`config.mk`:
```
export PLATFORM = sky130hd
export DESIGN_NAME = sdcai_top
export DESIGN_NICKNAME = d
export VERILOG_FILES = /design/src/logic/sdcai_pkg.sv /design/src/logic/sdcai_top.sv
export VERILOG_INCLUDE_DIRS = /design/src /design/src/logic
export SDC_FILE = /design/constraint.sdc
export NUM_CORES = 1
export LEC_CHECK = 0
export BUFFER_PORTS_ARGS = -buffer_cell sky130_fd_sc_hd__buf_2
export CORE_AREA = 4 4 203 224
export DETAILED_ROUTE_END_ITERATION = 7
export DIE_AREA = 0 0 207 228
export PLACE_DENSITY_LB_ADDON = 0.12
export SYNTH_ARGS = -nofsm -noshare
export SYNTH_HDL_FRONTEND = slang
export SYNTH_SLANG_ARGS = --single-unit
```
`constraint.sdc`:
```
create_clock -name i_mclk -period 3.7 [get_ports i_mclk]
set_clock_uncertainty 0.1 [all_clocks]
set_input_delay 0.37 -clock i_mclk [delete_from_list [all_inputs] [get_ports i_mclk]]
set_output_delay 0.37 -clock i_mclk [all_outputs]
set_load 0.02 [all_outputs]
```
`src/logic/sdcai_map.svh`:
```
// Widths, field positions, reset values and burst beat counts of the DRAM command interface.
`ifndef SDCAI_MAP_SVH
`define SDCAI_MAP_SVH
`define SDCAI_ROW_W        14
`define SDCAI_BANK_W       3
`define SDCAI_BANKS        8
`define SDCAI_DATA_W       16
`define SDCAI_AP_POS       10
`define SDCAI_BC_POS       12
`define SDCAI_MR1_ODT_LO   2
`define SDCAI_MR1_ODT_MID  6
`define SDCAI_MR1_ODT_HI   9
`define SDCAI_MR0_BL_LO    0
`define SDCAI_MR_RST       14'h0000
`define SDCAI_MR0_BL_OTF   2'h1
`define SDCAI_BL8_BEATS    4'h8
`define SDCAI_BC4_BEATS    4'h4
`endif

```
`src/logic/sdcai_pkg.sv`:
```
// Types shared by the DRAM command and address interface.
package sdcai_pkg;
   typedef enum logic [2:0] {
      SDCAI_CMD_LMR   = 3'h0,
      SDCAI_CMD_REF   = 3'h1,
      SDCAI_CMD_PRE   = 3'h2,
      SDCAI_CMD_ACT   = 3'h3,
      SDCAI_CMD_WR    = 3'h4,
      SDCAI_CMD_RD    = 3'h5,
      SDCAI_CMD_ZQC   = 3'h6,
      SDCAI_CMD_NOP   = 3'h7
   } sdcai_cmd_t;

   typedef enum logic [1:0] {
      SDCAI_PW_ACTIVE = 2'h0,
      SDCAI_PW_PPD    = 2'h1,
      SDCAI_PW_APD    = 2'h2,
      SDCAI_PW_SREF   = 2'h3
   } sdcai_pw_t;

   typedef struct packed {
      logic        chip_select_n;
      logic        row_strobe_n;
      logic        column_strobe_n;
      logic        write_enable_n;
      logic [2:0]  bank_address;
      logic [13:0] address;
   } sdcai_ca_t;

   typedef struct packed {
      logic        write;
      logic [2:0]  bank;
      logic [13:0] row;
      logic [13:0] column;
      logic        auto_precharge;
      logic [3:0]  beats;
   } sdcai_access_t;

   typedef struct packed {
      logic [15:0] data;
      logic        lower_byte_mask;
      logic        upper_byte_mask;
   } sdcai_wbeat_t;
endpackage

```
`src/logic/sdcai_top.sv`:
```
// Command, address and control decoder of a x16 synchronous DRAM.
`timescale 1ns/10ps
`include "sdcai_map.svh"
// Function
// - ACTIVATE brings the row address, READ/WRITE the column and auto-precharge bit.
// - PRECHARGE closes the addressed bank, or every bank with auto-precharge high.
// - LOAD MODE takes the op-code from the address inputs.
// - With on-the-fly chop enabled, burst_chop_bit high gives 8 beats, low 4.
// - ACTIVATE, READ, WRITE and single PRECHARGE act on the bank_address bank.
// - During LOAD MODE bank_address selects mode register 0 to 3.
// - All control and address inputs are sampled on the rising clock crossing.
// - The output data strobe is timed from the clock crossings.
// - Clock enable low enters precharge, active power-down or self refresh.
// - Clock enable is synchronous except for self-refresh exit, seen without clock.
// - In power-down only clock, clock enable, reset and termination inputs stay on.
// - In self refresh only clock enable and reset inputs stay on.
// - Commands are decoded only while chip_select_n is registered low.
// - The command is chip select and the three strobes on one edge.
// - A write beat with lower_byte_mask high leaves the lower byte unwritten.
// - Termination follows termination_enable on data lines, strobes and masks.
// - Termination disabled by mode register makes termination_enable ignored.
// - The active-low reset acts regardless of the clock.
// - Read strobe is edge-aligned to data; write strobe is center-aligned.
// - A write beat with upper_byte_mask high leaves the upper byte unwritten.
module sdcai_top #(
   parameter int ROW_W  = `SDCAI_ROW_W,
   parameter int DATA_W = `SDCAI_DATA_W
) (
   input  wire logic                   i_mclk,
   input  wire logic                   i_rst_n,
   input  wire logic                   i_link_ck,
   input  wire logic                   i_clock_enable_pin,
   input  wire logic                   i_reset_pin_n,
   input  wire logic                   i_termination_enable,
   input  wire sdcai_pkg::sdcai_ca_t   i_ca,
   input  wire sdcai_pkg::sdcai_wbeat_t i_wbeat,
   input  wire logic                   i_wbeat_valid,
   input  wire logic                   i_acc_ready,
   output logic                        o_acc_valid,
   output sdcai_pkg::sdcai_access_t    o_acc,
   output logic                        o_wbeat_valid,
   output logic [DATA_W-1:0]           o_wdata,
   output logic [1:0]                  o_byte_we,
   output logic [`SDCAI_BANKS-1:0]     o_bank_open,
   output logic [1:0]                  o_power_state,
   output logic                        o_ca_buf_en,
   output logic                        o_ck_buf_en,
   output logic                        o_odt_on,
   output logic                        o_strobe_toggle,
   output logic                        o_overflow
);
   import sdcai_pkg::*;

   // ***************************************************************
   // Input synchronisers and clock edge detection.
   // ***************************************************************
   logic [2:0] ck_sync_ff;
   logic [2:0] cke_sync_ff;
   logic [2:0] rstp_sync_ff;
   logic       ck_rise;
   logic       cke_s;
   logic       rstp_n_s;

   always_ff @(posedge i_mclk) begin
      ck_sync_ff   <= {ck_sync_ff[1:0], i_link_ck};
      cke_sync_ff  <= {cke_sync_ff[1:0], i_clock_enable_pin};
      rstp_sync_ff <= {rstp_sync_ff[1:0], i_reset_pin_n};
   end

   assign ck_rise  = ck_sync_ff[1] & ~ck_sync_ff[2];
   assign cke_s    = cke_sync_ff[2];
   assign rstp_n_s = rstp_sync_ff[1] & rstp_sync_ff[2];

   logic rst_all_n;
   assign rst_all_n = i_rst_n & rstp_n_s;

   // ***************************************************************
   // Command capture on the clock crossing.
   // ***************************************************************
   sdcai_ca_t  ca_ff;
   logic       cap_ff;
   logic       cke_reg_ff;
   logic       odt_reg_ff;

   always_ff @(posedge i_mclk) begin
      if (!rst_all_n) begin
         ca_ff      <= '{chip_select_n: 1'b1, row_strobe_n: 1'b1, column_strobe_n: 1'b1,
                         write_enable_n: 1'b1, bank_address: 3'h0, address: 14'h0000};
         cap_ff     <= 1'b0;
         cke_reg_ff <= 1'b0;
         odt_reg_ff <= 1'b0;
      end else begin
         cap_ff <= 1'b0;
         if (ck_rise) begin
            cke_reg_ff <= cke_s;
            if (o_ck_buf_en) begin
               odt_reg_ff <= i_termination_enable;
            end
            if (o_ca_buf_en) begin
               ca_ff  <= i_ca;
               cap_ff <= 1'b1;
            end
         end
      end
   end

   sdcai_cmd_t cmd;
   logic       acc_take;
   always_comb begin
      if (!cap_ff || ca_ff.chip_select_n) begin
         cmd = SDCAI_CMD_NOP;
      end else begin
         cmd = sdcai_cmd_t'({ca_ff.row_strobe_n, ca_ff.column_strobe_n,
                             ca_ff.write_enable_n});
      end
   end

   // ***************************************************************
   // Mode registers.
   // ***************************************************************
   logic [ROW_W-1:0] mr_ff [4];

   always_ff @(posedge i_mclk) begin
      if (!rst_all_n) begin
         for (int k = 0; k < 4; k++) begin
            mr_ff[k] <= `SDCAI_MR_RST;
         end
      end else if (cmd == SDCAI_CMD_LMR && ca_ff.bank_address[2] == 1'b0) begin
         mr_ff[ca_ff.bank_address[1:0]] <= ca_ff.address;
      end
   end

   logic otf_chop;
   logic odt_allowed;
   assign otf_chop = mr_ff[0][`SDCAI_MR0_BL_LO+:2] == `SDCAI_MR0_BL_OTF;
   assign odt_allowed = mr_ff[1][`SDCAI_MR1_ODT_LO] | mr_ff[1][`SDCAI_MR1_ODT_MID]
                      | mr_ff[1][`SDCAI_MR1_ODT_HI];

   // ***************************************************************
   // Bank state.
   // ***************************************************************
   logic [ROW_W-1:0] row_ff [`SDCAI_BANKS];

   genvar g;
   generate
      for (g = 0; g < `SDCAI_BANKS; g++) begin : g_bank
         always_ff @(posedge i_mclk) begin
            if (!rst_all_n) begin
               o_bank_open[g] <= 1'b0;
               row_ff[g]      <= '0;
            end else if (cmd == SDCAI_CMD_ACT && ca_ff.bank_address == g) begin
               o_bank_open[g] <= 1'b1;
               row_ff[g]      <= ca_ff.address;
            end else if (cmd == SDCAI_CMD_PRE &&
                         (ca_ff.address[`SDCAI_AP_POS] || ca_ff.bank_address == g)) begin
               o_bank_open[g] <= 1'b0;
            end else if ((cmd == SDCAI_CMD_RD || cmd == SDCAI_CMD_WR) && acc_take &&
                         ca_ff.bank_address == g && ca_ff.address[`SDCAI_AP_POS]) begin
               o_bank_open[g] <= 1'b0;
            end
         end
      end
   endgenerate

   // ***************************************************************
   // Access buffer of two entries towards the array.
   // ***************************************************************
   sdcai_access_t nxt_acc;
   sdcai_access_t buf_ff [2];
   logic [1:0]    cnt_ff;
   logic          rd_ptr_ff;
   logic          wr_ptr_ff;

   always_comb begin
      nxt_acc.write          = (cmd == SDCAI_CMD_WR);
      nxt_acc.bank           = ca_ff.bank_address;
      nxt_acc.row            = row_ff[ca_ff.bank_address];
      nxt_acc.column         = ca_ff.address;
      nxt_acc.auto_precharge = ca_ff.address[`SDCAI_AP_POS];
      if (otf_chop && !ca_ff.address[`SDCAI_BC_POS]) begin
         nxt_acc.beats = `SDCAI_BC4_BEATS;
      end else begin
         nxt_acc.beats = `SDCAI_BL8_BEATS;
      end
   end

   logic acc_req;
   logic acc_pop;
   assign acc_req  = (cmd == SDCAI_CMD_RD) || (cmd == SDCAI_CMD_WR);
   assign acc_take = acc_req && (cnt_ff != 2'h2);
   assign acc_pop  = o_acc_valid && i_acc_ready;

   always_ff @(posedge i_mclk) begin
      if (!rst_all_n) begin
         cnt_ff    <= 2'h0;
         rd_ptr_ff <= 1'b0;
         wr_ptr_ff <= 1'b0;
      end else begin
         if (acc_take) begin
            buf_ff[wr_ptr_ff] <= nxt_acc;
            wr_ptr_ff         <= ~wr_ptr_ff;
         end
         if (acc_pop) begin
            rd_ptr_ff <= ~rd_ptr_ff;
         end
         cnt_ff <= cnt_ff + 2'(acc_take) - 2'(acc_pop);
      end
   end

   logic [1:0]    cnt_nxt;
   logic          rd_nxt;
   assign cnt_nxt = cnt_ff + 2'(acc_take) - 2'(acc_pop);
   assign rd_nxt  = rd_ptr_ff ^ acc_pop;

   always_ff @(posedge i_mclk) begin
      if (!rst_all_n) begin
         o_acc_valid <= 1'b0;
         o_acc       <= '0;
         o_overflow  <= 1'b0;
      end else begin
         o_acc_valid <= cnt_nxt != 2'h0;
         if (cnt_nxt != 2'h0) begin
            o_acc <= (acc_take && cnt_ff == 2'h0) || (acc_take && cnt_nxt == 2'h1 && acc_pop)
                     ? nxt_acc : buf_ff[rd_nxt];
         end
         if (acc_req && !acc_take) begin
            o_overflow <= 1'b1;
         end
      end
   end

   // ***************************************************************
   // Write data masking.
   // ***************************************************************
   always_ff @(posedge i_mclk) begin
      if (!rst_all_n) begin
         o_wbeat_valid <= 1'b0;
         o_wdata       <= '0;
         o_byte_we     <= 2'h0;
      end else begin
         o_wbeat_valid <= i_wbeat_valid;
         o_wdata       <= i_wbeat.data;
         o_byte_we[0]  <= i_wbeat_valid && !i_wbeat.lower_byte_mask;
         o_byte_we[1]  <= i_wbeat_valid && !i_wbeat.upper_byte_mask;
      end
   end

   // ***************************************************************
   // Power state, input buffer gating and termination.
   // ***************************************************************
   sdcai_pw_t pw_ff;

   always_ff @(posedge i_mclk) begin
      if (!rst_all_n) begin
         pw_ff <= SDCAI_PW_ACTIVE;
      end else begin
         case (pw_ff)
            SDCAI_PW_ACTIVE: begin
               if (ck_rise && !cke_s && cke_reg_ff) begin
                  if (|o_bank_open) begin
                     pw_ff <= SDCAI_PW_APD;
                  end else if (!i_ca.chip_select_n && sdcai_cmd_t'({i_ca.row_strobe_n,
                               i_ca.column_strobe_n, i_ca.write_enable_n}) == SDCAI_CMD_REF) begin
                     pw_ff <= SDCAI_PW_SREF;
                  end else begin
                     pw_ff <= SDCAI_PW_PPD;
                  end
               end
            end
            SDCAI_PW_PPD, SDCAI_PW_APD: begin
               if (ck_rise && cke_s) begin
                  pw_ff <= SDCAI_PW_ACTIVE;
               end
            end
            SDCAI_PW_SREF: begin
               if (cke_s) begin
                  pw_ff <= SDCAI_PW_ACTIVE;
               end
            end
            default: pw_ff <= SDCAI_PW_ACTIVE;
         endcase
      end
   end

   always_ff @(posedge i_mclk) begin
      if (!rst_all_n) begin
         o_power_state   <= 2'h0;
         o_ca_buf_en     <= 1'b1;
         o_ck_buf_en     <= 1'b1;
         o_odt_on        <= 1'b0;
         o_strobe_toggle <= 1'b0;
      end else begin
         o_power_state   <= pw_ff;
         o_ca_buf_en     <= (pw_ff == SDCAI_PW_ACTIVE);
         o_ck_buf_en     <= (pw_ff != SDCAI_PW_SREF);
         o_odt_on        <= odt_allowed && odt_reg_ff && pw_ff != SDCAI_PW_SREF;
         if (ck_rise && pw_ff == SDCAI_PW_ACTIVE) begin
            o_strobe_toggle <= ~o_strobe_toggle;
         end
      end
   end
endmodule // sdcai_top

```
==> results of run 1 <==
-- worst max-delay path: stages, from the launching register on --
cell      delay, ps
dfxtp_1         330
and2_1          310
ha_1            260
xnor2_1         130
a31oi_4         330
nand2b_1        230
buf_4           400
nand2_1         110
a32o_1          270
-- layer usage --
layer,global-route usage,vias up,share of wire
li1,-,3572,-
met4,0.0337,0,0.018
met5,0,-,0
met3,0.0232,43,0.037
met2,0.227,125,0.48
met1,0.182,3663,0.46
-- cell families after synthesis --
kind of cell,synth area share
AND/OR/NAND/NOR,0.163
flip-flops,0.650
AO/OA/AOI/OAI,0.0774
buffers and inverters,0.0281
multiplexers,0.0726
XOR/XNOR,0.00429
adder cells (fa/ha/maj),0.00418
other,0.000313
-- layout make-up --
type / instances / share of cell area
flip-flops and latches: 296 / 0.525
clock buffers: 49 / 0.0662
clock inverters: 12 / 0.00878
well taps: 574 / 0.0485
repair buffers: 188 / 0.0846
inverters: 10 / 0.00253
multi-input cells: 540 / 0.265
-- cell usage after synthesis, types with 3 or more instances --
master / n
nor2b_1: 28
ha_1: 4
o31ai_1: 10
o31ai_2: 19
a21oi_1: 29
o21ai_0: 5
buf_4: 8
dfxtp_1: 111
edfxtp_1: 185
inv_1: 10
clkbuf_1: 26
nand2_1: 95
nor3_1: 9
and2_1: 136
a31o_2: 9
nor3_2: 4
mux2_2: 15
nand3_1: 14
mux4_2: 28
buf_2: 19
nor2_1: 47
a211oi_1: 28
a211o_1: 4
nand2b_1: 7
a21o_1: 4
buf_6: 3
mux2i_1: 7
-- metrics by stage --
step / setup slack (ps) / power (W)
2_1_floorplan: 945 / 0.00372
3_3_place_gp: 1090 / 0.00380
3_5_place_dp: 982 / 0.00380
4_1_cts: 1100 / 0.00724
5_1_grt: 938 / 0.00739
6_report: 1120 / 0.00712
-- state kept, by name (all words and copies together), names as in the netlist, 2 cells and up, named ones only --
signal / cells
mr_ff: 5
pw_ff: 2
cnt_ff: 2
row_ff: 112
cke_sync_ff: 3
o_byte_we: 2
o_bank_open: 8
buf_ff: 68
rstp_sync_ff: 3
ck_sync_ff: 3
ca_ff: 21
o_wdata: 16
o_power_state: 2
o_acc: 34
-- what timing repair did --
item                      4_1_cts  5_1_grt
hold buffers                   43        0
resized for setup               0        0
setup buffers                   0        0
hold endpoints to repair       42        0
-- where the power goes --
part / internal (W) / leakage (nW) / switching, W
Sequential: 0.00354 / 2.89 / 0.0000256
Combinational: 0.0000911 / 2.31 / 0.000103
Clock: 0.00205 / 0.544 / 0.00131
Total: 0.00569 / 5.74 / 0.00143
-- final timing paths --
kind	end	slack, ps	start
setup / recovery	o_acc[35]	1120	o_acc_valid
hold / removal	flip-flop	40	i_ca[16]
setup reg to reg	o_acc[35]	1120	o_acc_valid
hold reg to reg	rstp_sync_ff[1]	230	rstp_sync_ff[0]
==> results.json, run 1 <==
{
  "path_class": "flip-flop to flip-flop",
  "dp_hpwl_mm": 20.3,
  "cts_tree": "done",
  "yosysUniqueCellTypes": 55,
  "synth_edf_count": 185,
  "pin_count": 119,
  "layout_common_cells": "edfxtp_1 (185), and2_1 (136), buf_2 (116), dfxtp_1 (110), nand2_1 (95)",
  "setup_viol": 0,
  "maxCapViolCount": 0,
  "slew_headroom": 0.349,
  "placed_area_um2": 13300,
  "grt_pass1_vias": 7811,
  "dp_cells": 1565,
  "diodes": 0,
  "synth.avg_cell_area_um2": 13.2,
  "max-clock-path-buffers": 3,
  "hold_path_depth": 3,
  "drive_gt1_frac": 0.256,
  "numCtsBuffers": 34,
  "cts_root_buf": "clkbuf_16",
  "fin_cells": 1669,
  "min_period_ps": 2580,
  "stdcell_area_um2": 14800,
  "grt_util_all_layers": 0.135,
  "insertion_delay_ps": 510,
  "endpoint_kind": "flip-flop",
  "synth_top_area_cell": "edfxtp_1",
  "utilization": 0.343,
  "grt_pass1_wl_mm": 49.5,
  "io_buffers": 116,
  "fp.dieW_um": 207,
  "routabilityCongestion": 0.710,
  "htreeDepth": 2,
  "p_leak_nw": 5.74,
  "synth_warnings": 0,
  "peakVddDrop_mv": 0.264,
  "clk_transition_reported_paths_ps": 60,
  "worstRegToRegCells": 8,
  "synth_top_area_frac": 0.464,
  "postSynth.asyncResetShare": 0,
  "worstPathMaxFanout": 31,
  "multiInputGateArea_um2": 3920,
  "drc": 0,
  "seq_area_um2": 7780,
  "setup-tns-final_ps": 0,
  "antenna_found_initial": 1,
  "cts_sinks": 296,
  "syn_to_final_growth_pct": 23.8,
  "synth_area_leaders": "edfxtp_1 (46%), dfxtp_1 (19%), and2_1 (7.1%), mux4_2 (5.3%), nand2_1 (3.0%)",
  "layout.nets": 1121,
  "period_share": 0.696,
  "drt_first_pass_iters": 4,
  "drt-vias-per-instance": 4.44,
  "final_max_slew_viol_count": 0,
  "drt-total-wl_mm": 31.9,
  "drt_iter0_markers": 358,
  "vias": 7403,
  "yosys_register_bits": 296,
  "postRouteAntennaNets": 0,
  "hold_slack_ps": 42.4,
  "hp-class": "input pin to flip-flop",
  "worst_pin_slew_ps": 976,
  "wl_per_cell_um": 19.1,
  "synthesis.instances": 904,
  "max_freq_mhz": 388,
  "status": "complete, no violations",
  "fillCellCount": 4315,
  "core_region_area_um2": 43200,
  "hold_viol_final": 0,
  "synth_area_um2": 12000,
  "worstPathArrival_ps": 2880,
  "crit_path_start_kind": "flip-flop",
  "power_density_nw_per_um2": 480,
  "ys_seq_area_frac": 0.650,
  "rsz0062_at_grt": "false",
  "overflow": 0,
  "rows": 80,
  "synth_ff_type": "edfxtp_1",
  "grt_max_degree": 46,
  "final_common_cell": "edfxtp_1",
  "die_area_um2": 47200,
  "fp.dieH_um": 228,
  "initial_core_util": 0.277,
  "required_ps": 4010
}
Note: power is estimated with default switching activity, not from simulation.
==> inputs of run 2 (changes only) <==
Settings changed: ABC_AREA from default to 1, CORE_AREA 4 4 203 224 to 4 4 207 229, DIE_AREA 0 0 207 228 to 0 0 211 233.
Clock period 3.7 ns to 2.3 ns, I/O delays scaled along.
==> results.json, run 2 <==
{
  "core_region_area_um2": 45200,
  "required_ps": 2620,
  "grt_util_all_layers": 0.149,
  "status": "complete, no violations",
  "p_leak_nw": 6.63,
  "drt_iter0_markers": 629,
  "crit_path_start_kind": "flip-flop",
  "peakVddDrop_mv": 0.513,
  "fillCellCount": 4728,
  "drt-total-wl_mm": 36.7,
  "crit_chain": "nand2_1 > inv_1 > ha_1 > inv_1 > nand4_1 > nand2_2 > inv_2 > nand2_1 > nand2_2 > buf_4 > nand2_1 > nand2_1",
  "diodes": 0,
  "power_density_nw_per_um2": 748,
  "synth.avg_cell_area_um2": 8.92,
  "path_common_cell": "nand2_1",
  "final_max_slew_viol_count": 0,
  "grt_pass1_vias": 9235,
  "synth_area_leaders": "edfxtp_1 (45%), dfxtp_1 (18%), nand2_1 (13%), nor2_1 (7.9%), nand3_1 (3.5%)",
  "cts_tree": "done",
  "utilization": 0.340,
  "drc": 0,
  "largest-register": "row_ff",
  "wl_per_cell_um": 16.8,
  "postRouteAntennaNets": 0,
  "p_comb_frac": 0.036,
  "multiInputGateArea_um2": 3820,
  "maxCapViolCount": 0,
  "setup-tns-final_ps": 0,
  "cts_root_buf": "clkbuf_16",
  "worstPathArrival_ps": 2390,
  "io_buffers": 116,
  "synth_ff_type": "edfxtp_1",
  "rsz0062_at_grt": "false",
  "fp.dieH_um": 233,
  "seq_area_um2": 7780,
  "worst_pin_slew_ps": 720,
  "slew_headroom": 0.520,
  "layout_common_cells": "nand2_1 (421), nor2_1 (263), edfxtp_1 (185), buf_2 (116), inv_1 (113)",
  "synth_top_area_cell": "edfxtp_1",
  "placed_area_um2": 13900,
  "largestRegisters": "row_ff (112), buf_ff (68), o_acc (34)",
  "cts_sinks": 296,
  "pwr-share-seq": 0.499,
  "fin_ws_ps": 227,
  "postSynth.asyncResetShare": 0,
  "dp_hpwl_mm": 24.0,
  "largest_reg_flops": 112,
  "hold_viol_final": 0,
  "fp.dieW_um": 211,
  "initial_core_util": 0.276,
  "worstPathMaxFanout": 31,
  "layout.nets": 1621,
  "grt_pass1_wl_mm": 56.0,
  "netlist_top_cells_count": "nand2_1 (421), nor2_1 (264), edfxtp_1 (185)",
  "sw_frac_of_total": 0.216,
  "max_freq_mhz": 482,
  "synth_warnings": 0,
  "critPathSlowestCell": "dfxtp_1",
  "overflow": 0,
  "dp_slack_ps": 171,
  "pin_count": 119,
  "synth_edf_count": 185,
  "die_area_um2": 49200,
  "period_share": 0.901,
  "path_class": "flip-flop to flip-flop",
  "critical_path.top_delay_family": "simple AND/OR/NAND/NOR gates",
  "endpoint_kind": "flip-flop",
  "clkPwrFrac": 0.465,
  "vias": 9459,
  "setup_viol": 0,
  "routabilityCongestion": 0.768,
  "htreeDepth": 2,
  "antenna_found_initial": 0,
  "rows": 82,
  "stdcell_area_um2": 15400,
  "numCtsBuffers": 37,
  "yosysMostFrequentCell": "nand2_1",
  "max-clock-path-buffers": 3,
  "p_sw_w": 0.00248,
  "synth_area_um2": 12500,
  "yosysUniqueCellTypes": 33,
  "drive_gt1_frac": 0.147,
  "final_common_cell": "nand2_1",
  "slowest_delay_ps": 320,
  "yosys_register_bits": 296,
  "insertion_delay_ps": 530,
  "ys_seq_area_frac": 0.623,
  "synth_top_area_frac": 0.445,
  "drt-vias-per-instance": 4.33,
  "clk_transition_reported_paths_ps": 50,
  "drt_first_pass_iters": 5,
  "p_int_w": 0.00902,
  "min_period_ps": 2070,
  "path_buf_inv": 4,
  "syn_to_final_growth_pct": 23.2,
  "hp-class": "input pin to flip-flop",
  "synthesis.instances": 1399,
  "grt_max_degree": 39
}
## run 2: cell types whose count changed in the layout (fill, tap and decap cells not counted), moves of 28 or more
cell and delta:
o21ai_0 +54, and2_1 -136, nor2b_1 -28, nand2_1 +326, a211oi_1 -28, mux4_2 -28
nor2_1 +216, inv_1 +103, nand3_1 +75
## run 2: kinds of logic (layout without fill, tap and decap cells)
family / after synthesis / after routing / share of synthesized area
AND/OR/NAND/NOR: 809 / 809 / 0.263
flip-flops: 296 / 296 / 0.623
buffers and inverters: 202 / 397 / 0.0726
AO/OA/AOI/OAI: 86 / 86 / 0.0357
adder cells (fa/ha/maj): 4 / 4 / 0.00401
other: 1 / 2 / 0.000301
XOR/XNOR: 1 / 1 / 0.000702
## run 2: per-layer routing
layer,vias to the layer above,track usage,wire length [µm]
li1,4810,-,-
met1,4425,0.209,17400
met2,174,0.236,16800
met3,50,0.0272,1600
met4,0,0.0389,849
met5,-,0,0
## run 2: worst paths after layout
| kind | from | to | slack [ps] | depth (start not counted) |
|---|---|---|---|---|
| setup / recovery | o_acc_valid | o_acc[7] | 230 | 12 |
| hold / removal | i_ca[9] | ca_ff[9] | 10 | 3 |
| setup reg to reg | o_acc_valid | o_acc[7] | 230 | 12 |
| hold reg to reg | ck_sync_ff[0] | ck_sync_ff[1] | 230 | 0 |
## run 2: stage by stage
step	power, W	hold slack [ps]	std cells
floorplan	0.00605	158	1400
global placement	0.00621	213	2079
detailed placement	0.00621	218	2079
CTS	0.0117	4.99	2183
global route	0.0120	21.6	2183
finish	0.0115	10.5	2183
## run 2: timing repair
item | CTS | global route
endpoints found under the hold margin | 39 | 0
endpoints found under the setup margin | 0 | 11
gates resized for setup | 0 | 3
hold buffers | 40 | 0
buffers inserted | 0 | 0
## run 2: cell type report
class / instances / share of cell area
Sequential cell: 296 / 0.506
Inverter: 128 / 0.0314
Timing Repair Buffer: 205 / 0.0951
Clock inverter: 12 / 0.00505
Clock buffer: 52 / 0.0659
Multi-Input combinational cell: 902 / 0.248
Tap cell: 588 / 0.0479
## run 2: power groups by stage
stage | Combinational, W | Clock, W | Sequential [W]
after global placement | 0.000364 | 0 | 0.00585
after detailed placement | 0.000365 | 0 | 0.00585
after global routing | 0.000462 | 0.00574 | 0.00574
after CTS | 0.000417 | 0.00554 | 0.00574
after floorplan | 0.000192 | 0 | 0.00585
final | 0.000409 | 0.00535 | 0.00574
## run 2: worst register-to-register path: cells and delay by family, from the launching register on
family,cells,cell delay [ps]
AND/OR/NAND/NOR,7,780
buffers and inverters,4,490
flip-flops,1,320
adder cells (fa/ha/maj),1,290
